File: src/rtl/gpx_pkg.sv
// Purpose: Shared constants and types for the 8-bit serial port expander.
// Assumes: All users reference names as gpx_pkg::name.
// Notes:   Pointer values double as register offsets.

package gpx_pkg;

    localparam logic [7:0] PTR_IN   = 8'h00;
    localparam logic [7:0] PTR_OUT  = 8'h01;
    localparam logic [7:0] PTR_INV  = 8'h02;
    localparam logic [7:0] PTR_DIR  = 8'h03;
    localparam logic [7:0] PTR_DSL  = 8'h40;
    localparam logic [7:0] PTR_DSH  = 8'h41;
    localparam logic [7:0] PTR_LAT  = 8'h42;
    localparam logic [7:0] PTR_PEN  = 8'h43;
    localparam logic [7:0] PTR_PSEL = 8'h44;
    localparam logic [7:0] PTR_MASK = 8'h45;
    localparam logic [7:0] PTR_SRC  = 8'h46;
    localparam logic [7:0] PTR_OSTG = 8'h4F;

    localparam logic [7:0] RST_OUT  = 8'hFF;
    localparam logic [7:0] RST_INV  = 8'h00;
    localparam logic [7:0] RST_DIR  = 8'hFF;
    localparam logic [7:0] RST_DS   = 8'hFF;
    localparam logic [7:0] RST_LAT  = 8'h00;
    localparam logic [7:0] RST_PEN  = 8'h00;
    localparam logic [7:0] RST_PSEL = 8'hFF;
    localparam logic [7:0] RST_MASK = 8'hFF;
    localparam logic [7:0] RST_OSTG = 8'h00;

    localparam logic [4:0] ADDR_FIXED = 5'h1C;
    localparam logic [3:0] BYTE_BITS  = 4'h8;
    localparam int         OSTG_OD    = 0;

    typedef enum logic [3:0] {
        ST_IDLE,
        ST_ADDR,
        ST_ADDR_ACK,
        ST_CMD,
        ST_CMD_ACK,
        ST_WR,
        ST_WR_ACK,
        ST_RD,
        ST_RD_ACK,
        ST_WAIT
    } gpx_bus_e;

endpackage

File: src/rtl/gpx_reg_if.sv
// Purpose: Carries register access and configuration between modules.
// Assumes: One core drives access, one register store answers.
// Notes:   Configuration bytes come straight from flip-flops.
`timescale 1ns/1ps
`default_nettype none

interface gpx_reg_if;
    logic       wr;
    logic [7:0] ptr;
    logic [7:0] wdata;
    logic [7:0] rdata;
    logic [7:0] outl;
    logic [7:0] inv;
    logic [7:0] dir;
    logic [7:0] dsl;
    logic [7:0] dsh;
    logic [7:0] lat;
    logic [7:0] pen;
    logic [7:0] psel;
    logic [7:0] mask;
    logic [7:0] ostg;

    modport core (output wr, ptr, wdata,
                  input rdata, outl, inv, dir, dsl, dsh, lat, pen, psel,
                  mask, ostg);
    modport regs (input wr, ptr, wdata,
                  output rdata, outl, inv, dir, dsl, dsh, lat, pen, psel,
                  mask, ostg);
endinterface

`default_nettype wire

File: src/rtl/gpx_cfg_regs.sv
// Purpose: Holds the writable configuration bytes and read data.
// Assumes: Pointer and write strobe come from the bus core.
// Notes:   Input and status bytes are supplied by the core.
`timescale 1ns/1ps
`default_nettype none

module gpx_cfg_regs (
    input  wire logic core_clk_in, // Core clock.
    input  wire logic rst_in,      // Synchronous reset, active high.
    gpx_reg_if.regs   bus          // Register access from the core.
);
    typedef struct packed {
        logic [7:0] outl;
        logic [7:0] inv;
        logic [7:0] dir;
        logic [7:0] dsl;
        logic [7:0] dsh;
        logic [7:0] lat;
        logic [7:0] pen;
        logic [7:0] psel;
        logic [7:0] mask;
        logic [7:0] ostg;
        logic [7:0] rdata;
    } gpx_cfg_s;

    gpx_cfg_s r;
    gpx_cfg_s next_r;

    always_comb begin
        next_r = r;
        if (bus.wr) begin
            case (bus.ptr)
                gpx_pkg::PTR_OUT:  next_r.outl = bus.wdata;
                gpx_pkg::PTR_INV:  next_r.inv  = bus.wdata;
                gpx_pkg::PTR_DIR:  next_r.dir  = bus.wdata;
                gpx_pkg::PTR_DSL:  next_r.dsl  = bus.wdata;
                gpx_pkg::PTR_DSH:  next_r.dsh  = bus.wdata;
                gpx_pkg::PTR_LAT:  next_r.lat  = bus.wdata;
                gpx_pkg::PTR_PEN:  next_r.pen  = bus.wdata;
                gpx_pkg::PTR_PSEL: next_r.psel = bus.wdata;
                gpx_pkg::PTR_MASK: next_r.mask = bus.wdata;
                gpx_pkg::PTR_OSTG: next_r.ostg = {7'h00, bus.wdata[0]};
                default: next_r.rdata = r.rdata;
            endcase
        end
        case (bus.ptr)
            gpx_pkg::PTR_OUT:  next_r.rdata = r.outl;
            gpx_pkg::PTR_INV:  next_r.rdata = r.inv;
            gpx_pkg::PTR_DIR:  next_r.rdata = r.dir;
            gpx_pkg::PTR_DSL:  next_r.rdata = r.dsl;
            gpx_pkg::PTR_DSH:  next_r.rdata = r.dsh;
            gpx_pkg::PTR_LAT:  next_r.rdata = r.lat;
            gpx_pkg::PTR_PEN:  next_r.rdata = r.pen;
            gpx_pkg::PTR_PSEL: next_r.rdata = r.psel;
            gpx_pkg::PTR_MASK: next_r.rdata = r.mask;
            gpx_pkg::PTR_OSTG: next_r.rdata = r.ostg;
            default:           next_r.rdata = 8'h00;
        endcase
        if (rst_in) begin
            next_r.outl  = gpx_pkg::RST_OUT;
            next_r.inv   = gpx_pkg::RST_INV;
            next_r.dir   = gpx_pkg::RST_DIR;
            next_r.dsl   = gpx_pkg::RST_DS;
            next_r.dsh   = gpx_pkg::RST_DS;
            next_r.lat   = gpx_pkg::RST_LAT;
            next_r.pen   = gpx_pkg::RST_PEN;
            next_r.psel  = gpx_pkg::RST_PSEL;
            next_r.mask  = gpx_pkg::RST_MASK;
            next_r.ostg  = gpx_pkg::RST_OSTG;
            next_r.rdata = 8'h00;
        end
    end

    always_ff @(posedge core_clk_in) begin
        r <= next_r;
    end

    assign bus.rdata = r.rdata;
    assign bus.outl  = r.outl;
    assign bus.inv   = r.inv;
    assign bus.dir   = r.dir;
    assign bus.dsl   = r.dsl;
    assign bus.dsh   = r.dsh;
    assign bus.lat   = r.lat;
    assign bus.pen   = r.pen;
    assign bus.psel  = r.psel;
    assign bus.mask  = r.mask;
    assign bus.ostg  = r.ostg;

endmodule

`default_nettype wire

File: src/rtl/gpx_expander.sv
// Purpose: Serial-bus slave core of an 8-bit port expander.
// Assumes: Serial lines and pins are synchronous to core_clk_in.
// Notes:   Open-drain lines are split into level and active-low enable.
`timescale 1ns/1ps
`default_nettype none

module gpx_expander (
    input  wire logic        core_clk_in,         // Core clock, 25 MHz.
    input  wire logic        rst_in,              // Sync reset, high.
    input  wire logic        addr_select_bit0_in, // Address strap 0.
    input  wire logic        addr_select_bit1_in, // Address strap 1.
    input  wire logic        scl_in,              // Serial clock level.
    input  wire logic        sda_in,              // Serial data level.
    output logic             sda_out,             // Data drive level.
    output logic             sda_oe_n_out,        // Data enable, low.
    input  wire logic [7:0]  port_pin_in,         // Port pin levels.
    output logic      [7:0]  port_pin_out,        // Port drive levels.
    output logic      [7:0]  port_pin_oe_n_out,   // Port enables, low.
    output logic      [15:0] drive_code_out,      // Drive code per pin.
    output logic      [7:0]  pull_en_out,         // Pull resistor on.
    output logic      [7:0]  pull_up_sel_out,     // One pulls up.
    output logic             irq_pin_out,         // Interrupt level.
    output logic             irq_pin_oe_n_out     // Interrupt enable.
);
    typedef struct packed {
        gpx_pkg::gpx_bus_e st;
        logic              scl_d;
        logic              sda_d;
        logic [7:0]        sh;
        logic [3:0]        cnt;
        logic              rw;
        logic              acked;
        logic              sda_low;
        logic [7:0]        ptr;
        logic [7:0]        tx;
        logic              wr;
        logic [7:0]        wdata;
        logic              armed;
        logic [7:0]        snap;
        logic [7:0]        lat_v;
        logic [7:0]        lat_d;
    } gpx_core_s;

    gpx_core_s  r;
    gpx_core_s  next_r;
    gpx_reg_if  rif ();

    logic [7:0] live;
    logic [7:0] lat_act;
    logic [7:0] chg;
    logic [7:0] cap;
    logic [7:0] pend;
    logic [7:0] src;
    logic [7:0] in_val;
    logic [7:0] rd_byte;
    logic       scl_rise;
    logic       scl_fall;
    logic       start_c;
    logic       stop_c;
    logic       rd_clr;
    logic       addr_hit;

    gpx_cfg_regs u_regs (
        .core_clk_in (core_clk_in),
        .rst_in      (rst_in),
        .bus         (rif)
    );

    assign rif.wr    = r.wr;
    assign rif.ptr   = r.ptr;
    assign rif.wdata = r.wdata;

    // Bus line events, seen against the previous sample.
    assign scl_rise = scl_in & ~r.scl_d;
    assign scl_fall = ~scl_in & r.scl_d;
    assign start_c  = scl_in & r.scl_d & r.sda_d & ~sda_in;
    assign stop_c   = scl_in & r.scl_d & ~r.sda_d & sda_in;

    assign addr_hit = (r.sh[7:1] == {gpx_pkg::ADDR_FIXED,
                       addr_select_bit1_in, addr_select_bit0_in});

    // Pin sensing and change detection.
    assign live    = port_pin_in ^ rif.inv;
    assign lat_act = rif.lat & rif.dir;
    assign chg     = (live ^ r.snap) & rif.dir
                     & {8{r.armed}};
    assign cap     = lat_act & chg & ~r.lat_v;
    // A held capture stays pending even after its latch is switched off.
    assign pend    = (chg & ~lat_act) | r.lat_v;
    assign src     = pend & ~rif.mask;

    genvar gi;
    generate
        for (gi = 0; gi < 8; gi++) begin : g_pin
            // Captured value is shown only while latching is active.
            assign in_val[gi] = (lat_act[gi] & r.lat_v[gi]) ?
                                r.lat_d[gi] : live[gi];
            // Open-drain stage releases the pin for a high level.
            assign port_pin_oe_n_out[gi] = rif.dir[gi]
                | (rif.ostg[gpx_pkg::OSTG_OD] & rif.outl[gi]);
        end
    endgenerate

    always_comb begin
        if (r.ptr == gpx_pkg::PTR_IN) begin
            rd_byte = in_val;
        end else if (r.ptr == gpx_pkg::PTR_SRC) begin
            rd_byte = src;
        end else begin
            rd_byte = rif.rdata;
        end
    end

    // Clear happens on the rising clock edge of the acknowledge bit.
    assign rd_clr = (r.st == gpx_pkg::ST_RD_ACK) & scl_rise
                    & (r.ptr == gpx_pkg::PTR_IN);

    always_comb begin
        next_r       = r;
        next_r.scl_d = scl_in;
        next_r.sda_d = sda_in;
        next_r.wr    = 1'b0;
        next_r.armed = 1'b1;
        // The reference is retaken from the live level at the clear, so a
        // change in the same cycle is neither captured nor left pending: it simply is the new level.
        if (!r.armed || rd_clr) begin
            next_r.snap = live;
        end
        next_r.lat_v = rd_clr ? 8'h00 : (r.lat_v | cap);
        next_r.lat_d = (r.lat_d & ~cap) | (live & cap);
        if (start_c) begin
            next_r.st      = gpx_pkg::ST_ADDR;
            next_r.cnt     = 4'h0;
            next_r.sda_low = 1'b0;
        end else if (stop_c) begin
            next_r.st      = gpx_pkg::ST_IDLE;
            next_r.sda_low = 1'b0;
        end else begin
            unique case (r.st)
                gpx_pkg::ST_IDLE,
                gpx_pkg::ST_WAIT: begin
                    next_r.sda_low = 1'b0;
                end
                gpx_pkg::ST_ADDR,
                gpx_pkg::ST_CMD,
                gpx_pkg::ST_WR: begin
                    if (scl_rise) begin
                        next_r.sh  = {r.sh[6:0], sda_in};
                        next_r.cnt = r.cnt + 4'h1;
                    end
                    if (scl_fall && r.cnt == gpx_pkg::BYTE_BITS) begin
                        next_r.cnt = 4'h0;
                        if (r.st == gpx_pkg::ST_ADDR) begin
                            if (addr_hit) begin
                                next_r.sda_low = 1'b1;
                                next_r.rw      = r.sh[0];
                                next_r.st      = gpx_pkg::ST_ADDR_ACK;
                            end else begin
                                next_r.st = gpx_pkg::ST_WAIT;
                            end
                        end else if (r.st == gpx_pkg::ST_CMD) begin
                            next_r.ptr     = r.sh;
                            next_r.sda_low = 1'b1;
                            next_r.st      = gpx_pkg::ST_CMD_ACK;
                        end else begin
                            next_r.wr      = 1'b1;
                            next_r.wdata   = r.sh;
                            next_r.sda_low = 1'b1;
                            next_r.st      = gpx_pkg::ST_WR_ACK;
                        end
                    end
                end
                gpx_pkg::ST_ADDR_ACK: begin
                    if (scl_fall) begin
                        if (r.rw) begin
                            next_r.st      = gpx_pkg::ST_RD;
                            next_r.tx      = rd_byte;
                            next_r.sda_low = ~rd_byte[7];
                        end else begin
                            next_r.st      = gpx_pkg::ST_CMD;
                            next_r.sda_low = 1'b0;
                        end
                    end
                end
                gpx_pkg::ST_CMD_ACK,
                gpx_pkg::ST_WR_ACK: begin
                    // Further bytes all land on the same pointer.
                    if (scl_fall) begin
                        next_r.sda_low = 1'b0;
                        next_r.st      = gpx_pkg::ST_WR;
                    end
                end
                gpx_pkg::ST_RD: begin
                    if (scl_rise) begin
                        next_r.cnt = r.cnt + 4'h1;
                    end
                    if (scl_fall) begin
                        if (r.cnt == gpx_pkg::BYTE_BITS) begin
                            next_r.cnt     = 4'h0;
                            next_r.sda_low = 1'b0;
                            next_r.st      = gpx_pkg::ST_RD_ACK;
                        end else begin
                            next_r.tx      = {r.tx[6:0], 1'b0};
                            next_r.sda_low = ~r.tx[6];
                        end
                    end
                end
                gpx_pkg::ST_RD_ACK: begin
                    if (scl_rise) begin
                        next_r.acked = ~sda_in;
                    end
                    if (scl_fall) begin
                        if (r.acked) begin
                            next_r.st      = gpx_pkg::ST_RD;
                            next_r.tx      = rd_byte;
                            next_r.sda_low = ~rd_byte[7];
                        end else begin
                            next_r.st = gpx_pkg::ST_WAIT;
                        end
                    end
                end
                default: begin
                    next_r.st      = gpx_pkg::ST_IDLE;
                    next_r.sda_low = 1'b0;
                end
            endcase
        end
        if (rst_in) begin
            next_r       = '0;
            next_r.st    = gpx_pkg::ST_IDLE;
            next_r.scl_d = 1'b1;
            next_r.sda_d = 1'b1;
        end
    end

    always_ff @(posedge core_clk_in) begin
        r <= next_r;
    end

    assign sda_out          = 1'b0;
    assign sda_oe_n_out     = ~r.sda_low;
    assign port_pin_out     = rif.outl;
    assign drive_code_out   = {rif.dsh, rif.dsl};
    assign pull_en_out      = rif.pen;
    assign pull_up_sel_out  = rif.psel;
    assign irq_pin_out      = 1'b0;
    assign irq_pin_oe_n_out = ~|src;
endmodule

`default_nettype wire

File: config.mk
export PLATFORM = sky130hd
export DESIGN_NAME = gpx_expander
export DESIGN_NICKNAME = d
export VERILOG_FILES = /design/src/rtl/gpx_pkg.sv /design/src/rtl/gpx_reg_if.sv /design/src/rtl/gpx_cfg_regs.sv /design/src/rtl/gpx_expander.sv
export SDC_FILE = /design/constraint.sdc
export NUM_CORES = 1
export LEC_CHECK = 0
export BUFFER_PORTS_ARGS = -buffer_cell sky130_fd_sc_hd__buf_4
export CORE_MARGIN = 2
export CORE_UTILIZATION = 60
export DETAILED_ROUTE_END_ITERATION = 10
export PLACE_DENSITY = 0.88
export SETUP_SLACK_MARGIN = 0.05
export SLEW_MARGIN = 15
export SYNTH_ARGS = -nofsm -noshare
export SYNTH_HDL_FRONTEND = slang
export SYNTH_SLANG_ARGS = --single-unit
File: constraint.sdc
create_clock -name core_clk_in -period 3.5 [get_ports core_clk_in]
set_clock_uncertainty 0.1 [all_clocks]
set_input_delay 0.175 -clock core_clk_in [delete_from_list [all_inputs] [get_ports core_clk_in]]
set_output_delay 0.175 -clock core_clk_in [all_outputs]
set_load 0.05 [all_outputs]
After elaboration in Yosys (flattened, before gate mapping)
Cells that the tools add are included.

word-level totals
  bits in registers = 152
  bits of input ports = 14
  output and inout port bits = 52

operators by class
  equal/unequal tests = 40
  bitwise operators = 65
  reduce and logical (&&, ||, !) cells = 36
  multiplexer cells = 57
  $add $sub $neg = 1

operators with widths
  operator              number
  $mux W8               12
  $pmux W8 S10          1
  $and A8 B8 Y8         9
  $eq A8 B7 Y1 const B  8
  $mux W4               12
  $not A8 Y8            4
  $and A1 B1 Y1         25
  $mux W25              1
  $ne A4 B4 Y1 const B  6
  $or A8 B8 Y8          3
  $pmux W4 S6           1
  $pmux W8 S3           1
  $mux W1               21
  $reduce_and A7 Y1     3
  $reduce_and A2 Y1     10
  $mux W9               2
  $ne A2 B2 Y1 const B  9
  $reduce_and A6 Y1     3
  $eq A4 B3 Y1 const B  4
  $eq A8 B2 Y1 const B  2
  $xor A8 B8 Y8         2
  $not A1 Y1            14
  $eq A4 B4 Y1 const B  3
  $mux W12              1
  26 further kinds      42

Logic depth before layout (Yosys ltp)
Gate-level depths: netlist (run 1).

  depth in word-level cells = 13
  depth in mapped cells = 8

Cells and area by module
A second synthesis (run 1) with hierarchy kept.

unflattened totals
  cell total of the unflattened synthesis = 848
  area total of the unflattened synthesis = 7621.1 um^2

by module, submodules not included
  module        sequential area each (um^2)  area each (um^2)  times used  cells an instance
  gpx_expander  1401.3                       3963.8            1           447
  gpx_cfg_regs  1621.6                       3657.3            1           401

Least setup slack after synthesis (run 1)
OpenSTA, ideal clock, no wires.

  kind = flip-flop to output port
  from = register u_regs.r, in the netlist u_regs.bus.inv[0]
  to = output irq_pin_oe_n_out
  path slack = 0.563 ns
  required time = 3.225 ns
  data arrival time = 2.662 ns
  stages on the path, launching flop included = 7
  buffers on the path = 0
  cell sequence = dfxtp_1 -> xnor2_1 -> xnor2_1 -> and3_1 -> a21oi_1 -> nand4b_1 -> nor4_1

on the way
  cells in the longest elaborated chain, start to end = 9

RTL lines
  item                    line                 RTL
  start, declared         gpx_cfg_regs.sv:26   gpx_cfg_s r;
  start signal, assigned  gpx_cfg_regs.sv:75   r <= next_r;
  $xor A8 B8 Y8           gpx_expander.sv:83   assign live = port_pin_in ^ rif.inv;
  $xor A8 B8 Y8           gpx_expander.sv:85   assign chg = (live ^ r.snap) & rif.dir
  $and A8 B8 Y8           gpx_expander.sv:85
  $and A8 B8 Y8           gpx_expander.sv:86   & {8{r.armed}};
  $and A8 B8 Y8           gpx_expander.sv:89   assign pend = (chg & ~lat_act) | r.lat_v;
  $or A8 B8 Y8            gpx_expander.sv:89
  $and A8 B8 Y8           gpx_expander.sv:90   assign src = pend & ~rif.mask;
  $reduce_or A8 Y1        gpx_expander.sv:247  assign irq_pin_oe_n_out = ~|src;
  $logic_not A1 Y1        gpx_expander.sv:247
  end, declared           gpx_expander.sv:23   output logic irq_pin_oe_n_out

No other way between the ends.

Worst setup path in the final report (run 1)
Ends and elaborated chain as after synthesis.

==> results of run 1 <==
[cell usage after synthesis (all sizes together) (3+ instances only)]
cell type,n
nor2b,10
xnor2,8
mux4,8
nand3,60
o21a,6
xor3,3
a41oi,5
buf,18
o211ai,3
mux2,9
nand4,4
inv,11
and2,3
nor2,124
a31oi,5
o21ai,16
a32o,6
nor4,4
or2,4
ha,3
a21o,9
dfxtp,151
a211oi,10
a21oi,29
clkbuf,32
xor2,9
and4,3
and3,7
mux2i,77
a22oi,10
nand2b,9
nor3b,3
nor3,15
a221oi,7
nand2,130
[critical path, delay by kind of cell, from the launching register on]
family / cells / cell delay (ps)
and+or+nand+nor: 3 / 770
xor gates and xnor gates: 2 / 470
DFF: 1 / 370
buffers and inverters: 1 / 280
AOI/OAI and AO/OA: 1 / 230
[power groups by stage]
stage | Clock [mW] | Sequential, mW | Combinational, mW
finish | 1.81 | 1.74 | 0.120
CTS | 1.81 | 1.74 | 0.119
detailed placement | 0 | 1.77 | 0.116
global route | 1.88 | 1.74 | 0.131
global placement | 0 | 1.77 | 0.114
floorplan | 0 | 1.77 | 0.0857
[metrics by stage]
| stage | setup slack (ps) | std cells |
|---|---|---|
| 2_1_floorplan | 563 | 839 |
| 3_3_place_gp | 1040 | 1007 |
| 3_5_place_dp | 987 | 1007 |
| 4_1_cts | 704 | 1042 |
| 5_1_grt | 541 | 1042 |
| 6_report | 673 | 1042 |
[logic make-up after synthesis]
group | count (synthesis) | synth area share
simple gates | 384 | 0.243
compound gates | 123 | 0.122
other cells | 1 | 0.000517
xor+xnor | 20 | 0.0304
mux | 94 | 0.145
buf+inv | 62 | 0.0371
flops | 151 | 0.417
fa+ha+maj | 3 | 0.00518
[routing by layer]
| metal | vias to the layer above | part of all wire | GRT usage |
|---|---|---|---|
| met5 | - | 0 | 0 |
| met4 | 0 | 0.047 | 0.175 |
| met3 | 85 | 0.098 | 0.0744 |
| met2 | 407 | 0.45 | 0.469 |
| met1 | 3067 | 0.41 | 0.404 |
| li1 | 3032 | - | - |
[timing repair]
item,CTS,global route
hold buffers,3,0
gates resized for setup,0,0
hold endpoints to repair,12,0
[area by class of cell]
type	count	area, um^2	area share
inverters	12	45.0	0.00539
clock buffers	21	460	0.0551
flip-flops and latches	151	3020	0.361
well taps	147	184	0.0220
multi-input cells	626	3960	0.474
clock inverters	11	124	0.0148
repair buffers	74	563	0.0673
[final timing paths]
path	cells past startpoint	endpoint	start	slack [ps]
min reg2reg	1	r[37]	r[37]	380
max reg2reg	6	u_regs.bus.dsh[2]	rif.ptr[6]	810
max	7	irq_pin_oe_n_out	u_regs.bus.inv[0]	670
min	4	flop	port_pin_in[6]	40
==> metrics.md, run 1 <==
| Metric | Value |
|---|---|
| Post-synthesis register bit count | `151` |
| Unique masters post-synth | `70` |
| IO Port Bufs | `63` |
| Num CTS Buffers | `17` |
| Final Power | `3.66 mW` |
| Top cell type by total area after synthesis | `dfxtp_1` |
| Clock Tree Buf Depth | `2` |
| Post-Synthesis Cells | `838` |
| DP HPWL | `13300 um` |
| CP most frequent cell | `xnor2_1` |
| Final min period | `2830 ps` |
| Starting Density | `0.609` |
| Crit path capture type | `output pin` |
| Pin count of the biggest net entering global routing | `57` |
| Max FFs per register | `45` |
| Outcome | `completed` |
| Initial antenna violation count | `0` |
| Syn Area/Cell | `8.65 um^2` |
| PwrDens | `438 nW/um^2` |
| DRT iter0 DRCs | `624` |
| Main synth FF type | `dfxtp_1` |
| Sw Share | `0.220` |
| Worst hold slack | `41.7 ps` |
| Cell Area, Synth | `7250 um^2` |
| Area of the die | `13000 um^2` |
| Required @ worst endpoint | `3220 ps` |
| Switching power total | `0.805 mW` |
| GPL Wtd Cong | `0.936` |
| Leakage | `3.42 nW` |
| CP Cell Sequence | `xnor2_1 -> xnor2_1 -> and3_1 -> a21oi_1 -> nand4b_1 -> nor4_1 -> buf_4` |
| Row Count | `40` |
| Worst slew pin tran | `982 ps` |
| Setup TNS | `0 ps` |
| Final Max Tran Viols | `0` |
| Pint | `2.86 mW` |
| Fill cells | `875` |
| Critical path fanouts, max | `4` |
| Tightest Hold Check Type | `in -> reg` |
| P&R area growth vs syn | `15.3%` |
| Routed length per instance | `18.8 um` |
| Peak supply drop | `0.334 mV` |
| CTS tree | `built` |
| Final setup fails | `0` |
| Worst-path clk slew | `60 ps` |
| Core Region | `11900 um^2` |
| 1st-pass router iterations | `7` |
| Vias | `6591` |
| CP arrival | `2550 ps` |
| Top cells by area, synth | `dfxtp_1 (42%), mux2i_1 (11%), nand2_1 (6.7%)` |
| Max Fclk | `0.354 GHz` |
| Nets@finish | `899` |
| Share of cells above drive strength 1 | `0.152` |
| Final ANT Viol Nets | `0` |
| Max stage delay on crit path | `430 ps` |
| Total congestion overflow | `0` |
| Synth Warn # | `0` |
| Critical path type | `reg -> out` |
| Final wirelength | `19600 um` |
| Synth top area share | `0.417` |
| Hold Violations, Final | `0` |
| IO Pins | `66` |
| Max-cap viol count | `0` |
| EDFF count, synth | `0` |
| CP max stage cell | `nor4_1` |
| Clock sink count | `151` |
| Sequential fraction of the synthesis area | `0.417` |
| Antenna Cells | `0` |
| RSZ-0062 raised after global routing | `false` |
| Largest register by flop count | `r` |
| Clk_lat worst skew | `430 ps` |
| Post-CTS Setup Inserts | `0` |
| Crit path launch type | `flop` |
| Vias in the first global route | `6156` |
| Drt drc | `0` |
| Worst slew margin | `0.342` |
| Die width | `114 um` |
| Vias per cell | `6.33` |
| Most frequent cells in the layout | `dfxtp_1 (151), nand2_1 (130), nor2_1 (123), mux2i_1 (77), buf_4 (71)` |
| Die Y | `114 um` |
| Comb power frac | `0.033` |
| GRT Overall Usage | `0.309` |
| Seq pwr share | `0.474` |
| H-tree levels | `4` |
| Clk root buf | `clkbuf_16` |
| Placed instance area | `7750 um^2` |
| Final Util | `0.702` |
| Global-route wire length before repair | `31400 um` |
| Clock power frac | `0.493` |
| Fraction of registers with async set/reset | `0` |
| Period utilisation layout | `0.808` |
| Commonest non-fill, non-tap cell in the layout | `dfxtp_1` |
| Design area | `8360 um^2` |
No activity file was read; power rests on OpenSTA's default activity.
==> inputs of run 2 (changes only) <==
Clock period 3.5 ns to 2.8 ns, I/O delays scaled along.
==> metrics.md, run 2 (same netlist as run 1, synthesis figures left out) <==
| Metric | Value |
|---|---|
| Pin count of the biggest net entering global routing | `52` |
| Peak supply drop | `0.531 mV` |
| Die width | `114 um` |
| Worst hold slack | `5.18 ps` |
| M3 GR Usage | `0.0606` |
| Hold Violations, Final | `0` |
| Drt drc | `0` |
| Die Y | `114 um` |
| Worst r2r path cells | `6` |
| Worst slew margin | `0.527` |
| Met1 GRT Util | `0.402` |
| Vias in the first global route | `6045` |
| Multi-input gate area | `3980 um^2` |
| Leakage | `3.46 nW` |
| DRT iter0 DRCs | `708` |
| R2R Setup Slk | `440 ps` |
| P&R area growth vs syn | `15.5%` |
| Vias | `6544` |
| Worst-path clk slew | `60 ps` |
| Max FFs per register | `45` |
| Routed length per instance | `18.9 um` |
| Final Max Tran Viols | `0` |
| RSZ-0062 raised after global routing | `false` |
| CP arrival | `2330 ps` |
| Outcome | `completed` |
| Fill cells | `850` |
| Area of the die | `13000 um^2` |
| Final worst slack | `233 ps` |
| Clock Tree Buf Depth | `2` |
| H-tree levels | `4` |
| DP HPWL | `13300 um` |
| Critical path fanouts, max | `4` |
| Critical path type | `reg -> out` |
| Tightest Hold Check Type | `in -> reg` |
| Starting Density | `0.609` |
| Met2 Resource Use GR | `0.506` |
| Layer with the highest usage | `met2` |
| Worst slack at placement | `521 ps` |
| Reg2Reg Launch Point | `r[68]` |
| GRT Overall Usage | `0.308` |
| Period utilisation layout | `0.917` |
| Max-cap viol count | `0` |
| FF+latch area | `3020 um^2` |
| Clk root buf | `clkbuf_16` |
| Commonest non-fill, non-tap cell in the layout | `dfxtp_1` |
| PwrDens | `537 nW/um^2` |
| Hold Path Origin | `port_pin_in[4]` |
| Crit path launch type | `flop` |
| Most frequent cells in the layout | `dfxtp_1 (151), nand2_1 (130), nor2_1 (123), mux2i_1 (77), buf_4 (74)` |
| Crit path capture type | `output pin` |
| Setup TNS | `0 ps` |
| Antenna Cells | `0` |
| Num CTS Buffers | `17` |
| Global-route wire length before repair | `31400 um` |
| Clock sink count | `151` |
| CTS tree | `built` |
| IO Port Bufs | `63` |
| Clk_lat worst skew | `430 ps` |
| Initial antenna violation count | `0` |
| Share of cells above drive strength 1 | `0.157` |
| Row Count | `40` |
| Layout Cells excl Fill | `1044` |
| Final min period | `2570 ps` |
| Required @ worst endpoint | `2560 ps` |
| Vias per cell | `6.27` |
| Nets@finish | `903` |
| GPL Wtd Cong | `0.888` |
| Total congestion overflow | `0` |
| Post-CTS Setup Inserts | `0` |
| Largest register by flop count | `r` |
| Max Fclk | `0.390 GHz` |
| Reg-to-Reg End | `r[10]` |
| WHS Path Cells | `4` |
| 1st-pass router iterations | `5` |
| Final ANT Viol Nets | `0` |
| Final setup fails | `0` |
| Core Region | `11900 um^2` |
| Worst slew pin tran | `707 ps` |
| Inst Count DP | `1010` |
| IO Pins | `66` |
| Final wirelength | `19700 um` |
run 2: cell types whose count changed in the layout (fill, tap and decap cells not counted), sizes merged:
| cell | before | now |
|---|---|---|
| buf | 71 | 74 |
| bufinv | 2 | 1 |
| clkbuf | 21 | 19 |
| dlygate4sd3 | 3 | 4 |
| clkinvlp | 6 | 0 |
| clkinv | 3 | 8 |
| inv | 12 | 14 |
run 2: metal layers:
layer  vias to the layer above  routed length [um]
li1                       3035                   -
met1                      3095                8080
met2                       364                9360
met3                        50                1760
met4                         0                 520
met5                         -                   0
run 2: layout make-up:
| type | count | area share |
|---|---|---|
| tap | 147 | 0.0220 |
| clock inverter | 11 | 0.0118 |
| multi-input combinational | 626 | 0.475 |
| timing repair buffer | 78 | 0.0711 |
| sequential | 151 | 0.361 |
| inverter | 12 | 0.00538 |
| clock buffer | 19 | 0.0541 |
run 2: worst max path at each step:
stage | end | depth (start not counted) | from | slack, ps
final | irq_pin_oe_n_out | 7 | u_regs.bus.inv[1] | 230
after global routing | irq_pin_oe_n_out | 7 | u_regs.bus.inv[1] | 80
after global placement | r[34] | 6 | r[68] | 590
after floorplan | irq_pin_oe_n_out | 6 | u_regs.bus.inv[0] | 450
after CTS | irq_pin_oe_n_out | 7 | u_regs.bus.inv[0] | 180
after detailed placement | r[11] | 6 | r[68] | 520
run 2: power by group:
group | internal [mW] | total [mW] | leakage, nW | switching, mW
Clock | 1.26 | 2.17 | 0.279 | 0.914
Sequential | 2.16 | 2.17 | 1.22 | 0.0115
Combinational | 0.0587 | 0.155 | 1.96 | 0.0960
Total | 3.48 | 4.50 | 3.46 | 1.02
run 2: what timing repair did:
item / in CTS / in global routing
hold buffers: 3 / 1
endpoints found under the hold margin: 14 / 1
gates resized for setup: 0 / 1
setup endpoints to repair: 0 / 1
run 2: per-stage QoR:
step,cell area (um^2),util,power (mW)
2_1_floorplan,7260,-,2.32
3_3_place_gp,7780,0.653,2.36
3_5_place_dp,7780,0.653,2.36
4_1_cts,8360,0.702,4.49
5_1_grt,8380,0.703,4.60
6_report,8380,0.703,4.50
run 2: worst max-delay path, cell delays in order, from the launching register on:
cell	delay [ps]
dfxtp_1	410
xor2_1	350
xor2_1	120
and3_1	240
a21oi_1	160
o311ai_0	170
nor4_2	210
buf_4	250
==> inputs of run 3 (changes only) <==
Settings changed: CORE_ASPECT_RATIO from default to 2.
==> metrics.md, run 3 (same netlist as run 1, synthesis figures left out) <==
| Metric | Value |
|---|---|
| Outcome | `completed` |
| Leakage | `3.46 nW` |
| Reg2Reg Launch Point | `r[69]` |
| Max-cap viol count | `0` |
| H-tree levels | `4` |
| Vias per cell | `6.41` |
| Starting Density | `0.616` |
| Initial antenna violation count | `0` |
| DP HPWL | `14300 um` |
| Crit path capture type | `output pin` |
| Peak supply drop | `0.475 mV` |
| RSZ-0062 raised after global routing | `false` |
| Final Max Tran Viols | `0` |
| CP max stage cell | `xnor2_1` |
| CP arrival | `2340 ps` |
| Routed length per instance | `20.2 um` |
| Antenna Cells | `0` |
| Inst Count DP | `1012` |
| IO Pins | `66` |
| Final Power | `4.53 mW` |
| Area of the die | `13000 um^2` |
| Setup TNS | `0 ps` |
| Reg-to-Reg End | `r[22]` |
| CP Cell Sequence | `xnor2_1 -> xnor2_1 -> a41o_1 -> nand4b_1 -> nor4_2 -> buf_4` |
| Fill cells | `834` |
| Clk root buf | `clkbuf_16` |
| Share of cells above drive strength 1 | `0.161` |
| Top sig layer | `met4` |
| Most frequent cells in the layout | `dfxtp_1 (151), nand2_1 (130), nor2_1 (123), buf_4 (78), mux2i_1 (77)` |
| Critical path type | `reg -> out` |
| R2R Setup Slk | `490 ps` |
| Clock sink count | `151` |
| IO Port Bufs | `63` |
| Clk_lat worst skew | `420 ps` |
| Vias in the first global route | `6554` |
| Total congestion overflow | `0` |
| CP most frequent cell | `xnor2_1` |
| Final wirelength | `21100 um` |
| M1 wire length | `7510 um` |
| Tightest Hold Check Type | `in -> reg` |
| Layout Cells excl Fill | `1046` |
| Setup crit start | `u_regs.bus.inv[2]` |
| Required @ worst endpoint | `2560 ps` |
| GPL Wtd Cong | `0.958` |
| Commonest non-fill, non-tap cell in the layout | `dfxtp_1` |
| DRT iter0 DRCs | `688` |
| Largest register by flop count | `r` |
| WP depth | `6` |
| WHS Path Cells | `3` |
| Drt drc | `0` |
| Die width | `81.7 um` |
| Pin count of the biggest net entering global routing | `52` |
| PwrDens | `540 nW/um^2` |
| Met2 routed wirelength | `10700 um` |
| Die Y | `159 um` |
| Final setup fails | `0` |
| CP Capture Point | `irq_pin_oe_n_out` |
| Final ANT Viol Nets | `0` |
| Hold Violations, Final | `0` |
| Wire length on met3 | `1410 um` |
| Period utilisation layout | `0.923` |
| Core Region | `11800 um^2` |
| Max FFs per register | `45` |
| Post-CTS Setup Inserts | `0` |
| WP buf/inv | `1` |
| Crit path launch type | `flop` |
| Worst slew margin | `0.545` |
| Nets@finish | `905` |
| 1st-pass router iterations | `8` |
| Global-route wire length before repair | `33700 um` |
| Worst-path clk slew | `60 ps` |
| FF+latch area | `3020 um^2` |
| Final min period | `2580 ps` |
| Multi-input gate area | `3980 um^2` |
| GRT Overall Usage | `0.334` |
| Max stage delay on crit path | `360 ps` |
| Critical path fanouts, max | `4` |
| Clock Tree Buf Depth | `2` |
| Worst r2r path cells | `6` |
| Vias | `6701` |
| CTS tree | `built` |
| Worst slew pin tran | `677 ps` |
| Max Fclk | `0.387 GHz` |
| Row Count | `56` |
| P&R area growth vs syn | `15.8%` |
| Num CTS Buffers | `17` |
| Critical path's top delay family | `XOR/XNOR gates` |
[run 3: tightest hold or removal path, cell delays in order]
cell      delay, ps
buf_4           100
xnor2_2         160
a211oi_1         90
[run 3: cell type report]
cell class	instances	share of cell area
inverter	12	0.00536
sequential	151	0.360
timing repair buffer	80	0.0721
tap	145	0.0216
clock inverter	12	0.0143
clock buffer	20	0.0532
multi-input combinational	626	0.474
[run 3: worst min-delay path by stage]
stage / start / endpoint / slack [ps]
2_1_floorplan: rst_in / r[65] / 160
3_3_place_gp: scl_in / r[66] / 300
3_5_place_dp: scl_in / r[66] / 310
4_1_cts: port_pin_in[7] / r[23] / 30
5_1_grt: port_pin_in[0] / r[16] / 30
6_report: port_pin_in[0] / r[16] / 20
[run 3: per-layer routing]
layer / vias up / track usage
met5: - / 0
met4: 0 / 0.214
met3: 103 / 0.0573
met2: 377 / 0.562
met1: 3175 / 0.374
li1: 3046 / -
[run 3: where the power goes]
part / internal (mW) / switching (mW)
Combinational: 0.0579 / 0.0991
Sequential: 2.16 / 0.0115
Clock: 1.26 / 0.946
Total: 3.48 / 1.06
[run 3: timing repair]
action,4_1_cts,5_1_grt
endpoints found under the hold margin,4,0
resized for setup,0,1
setup endpoints to repair,0,1
hold buffers,2,0
[run 3: through the flow]
step / utilization / hold slack [ps] / area [um^2] / setup slack, ps
final: 0.714 / 16.8 / 8400 / 216
after CTS: 0.713 / 27.5 / 8390 / 125
after global placement: 0.663 / 301 / 7800 / 625
after floorplan: - / 157 / 7260 / 453
after global routing: 0.714 / 28.9 / 8400 / 62.7
after detailed placement: 0.663 / 308 / 7800 / 589
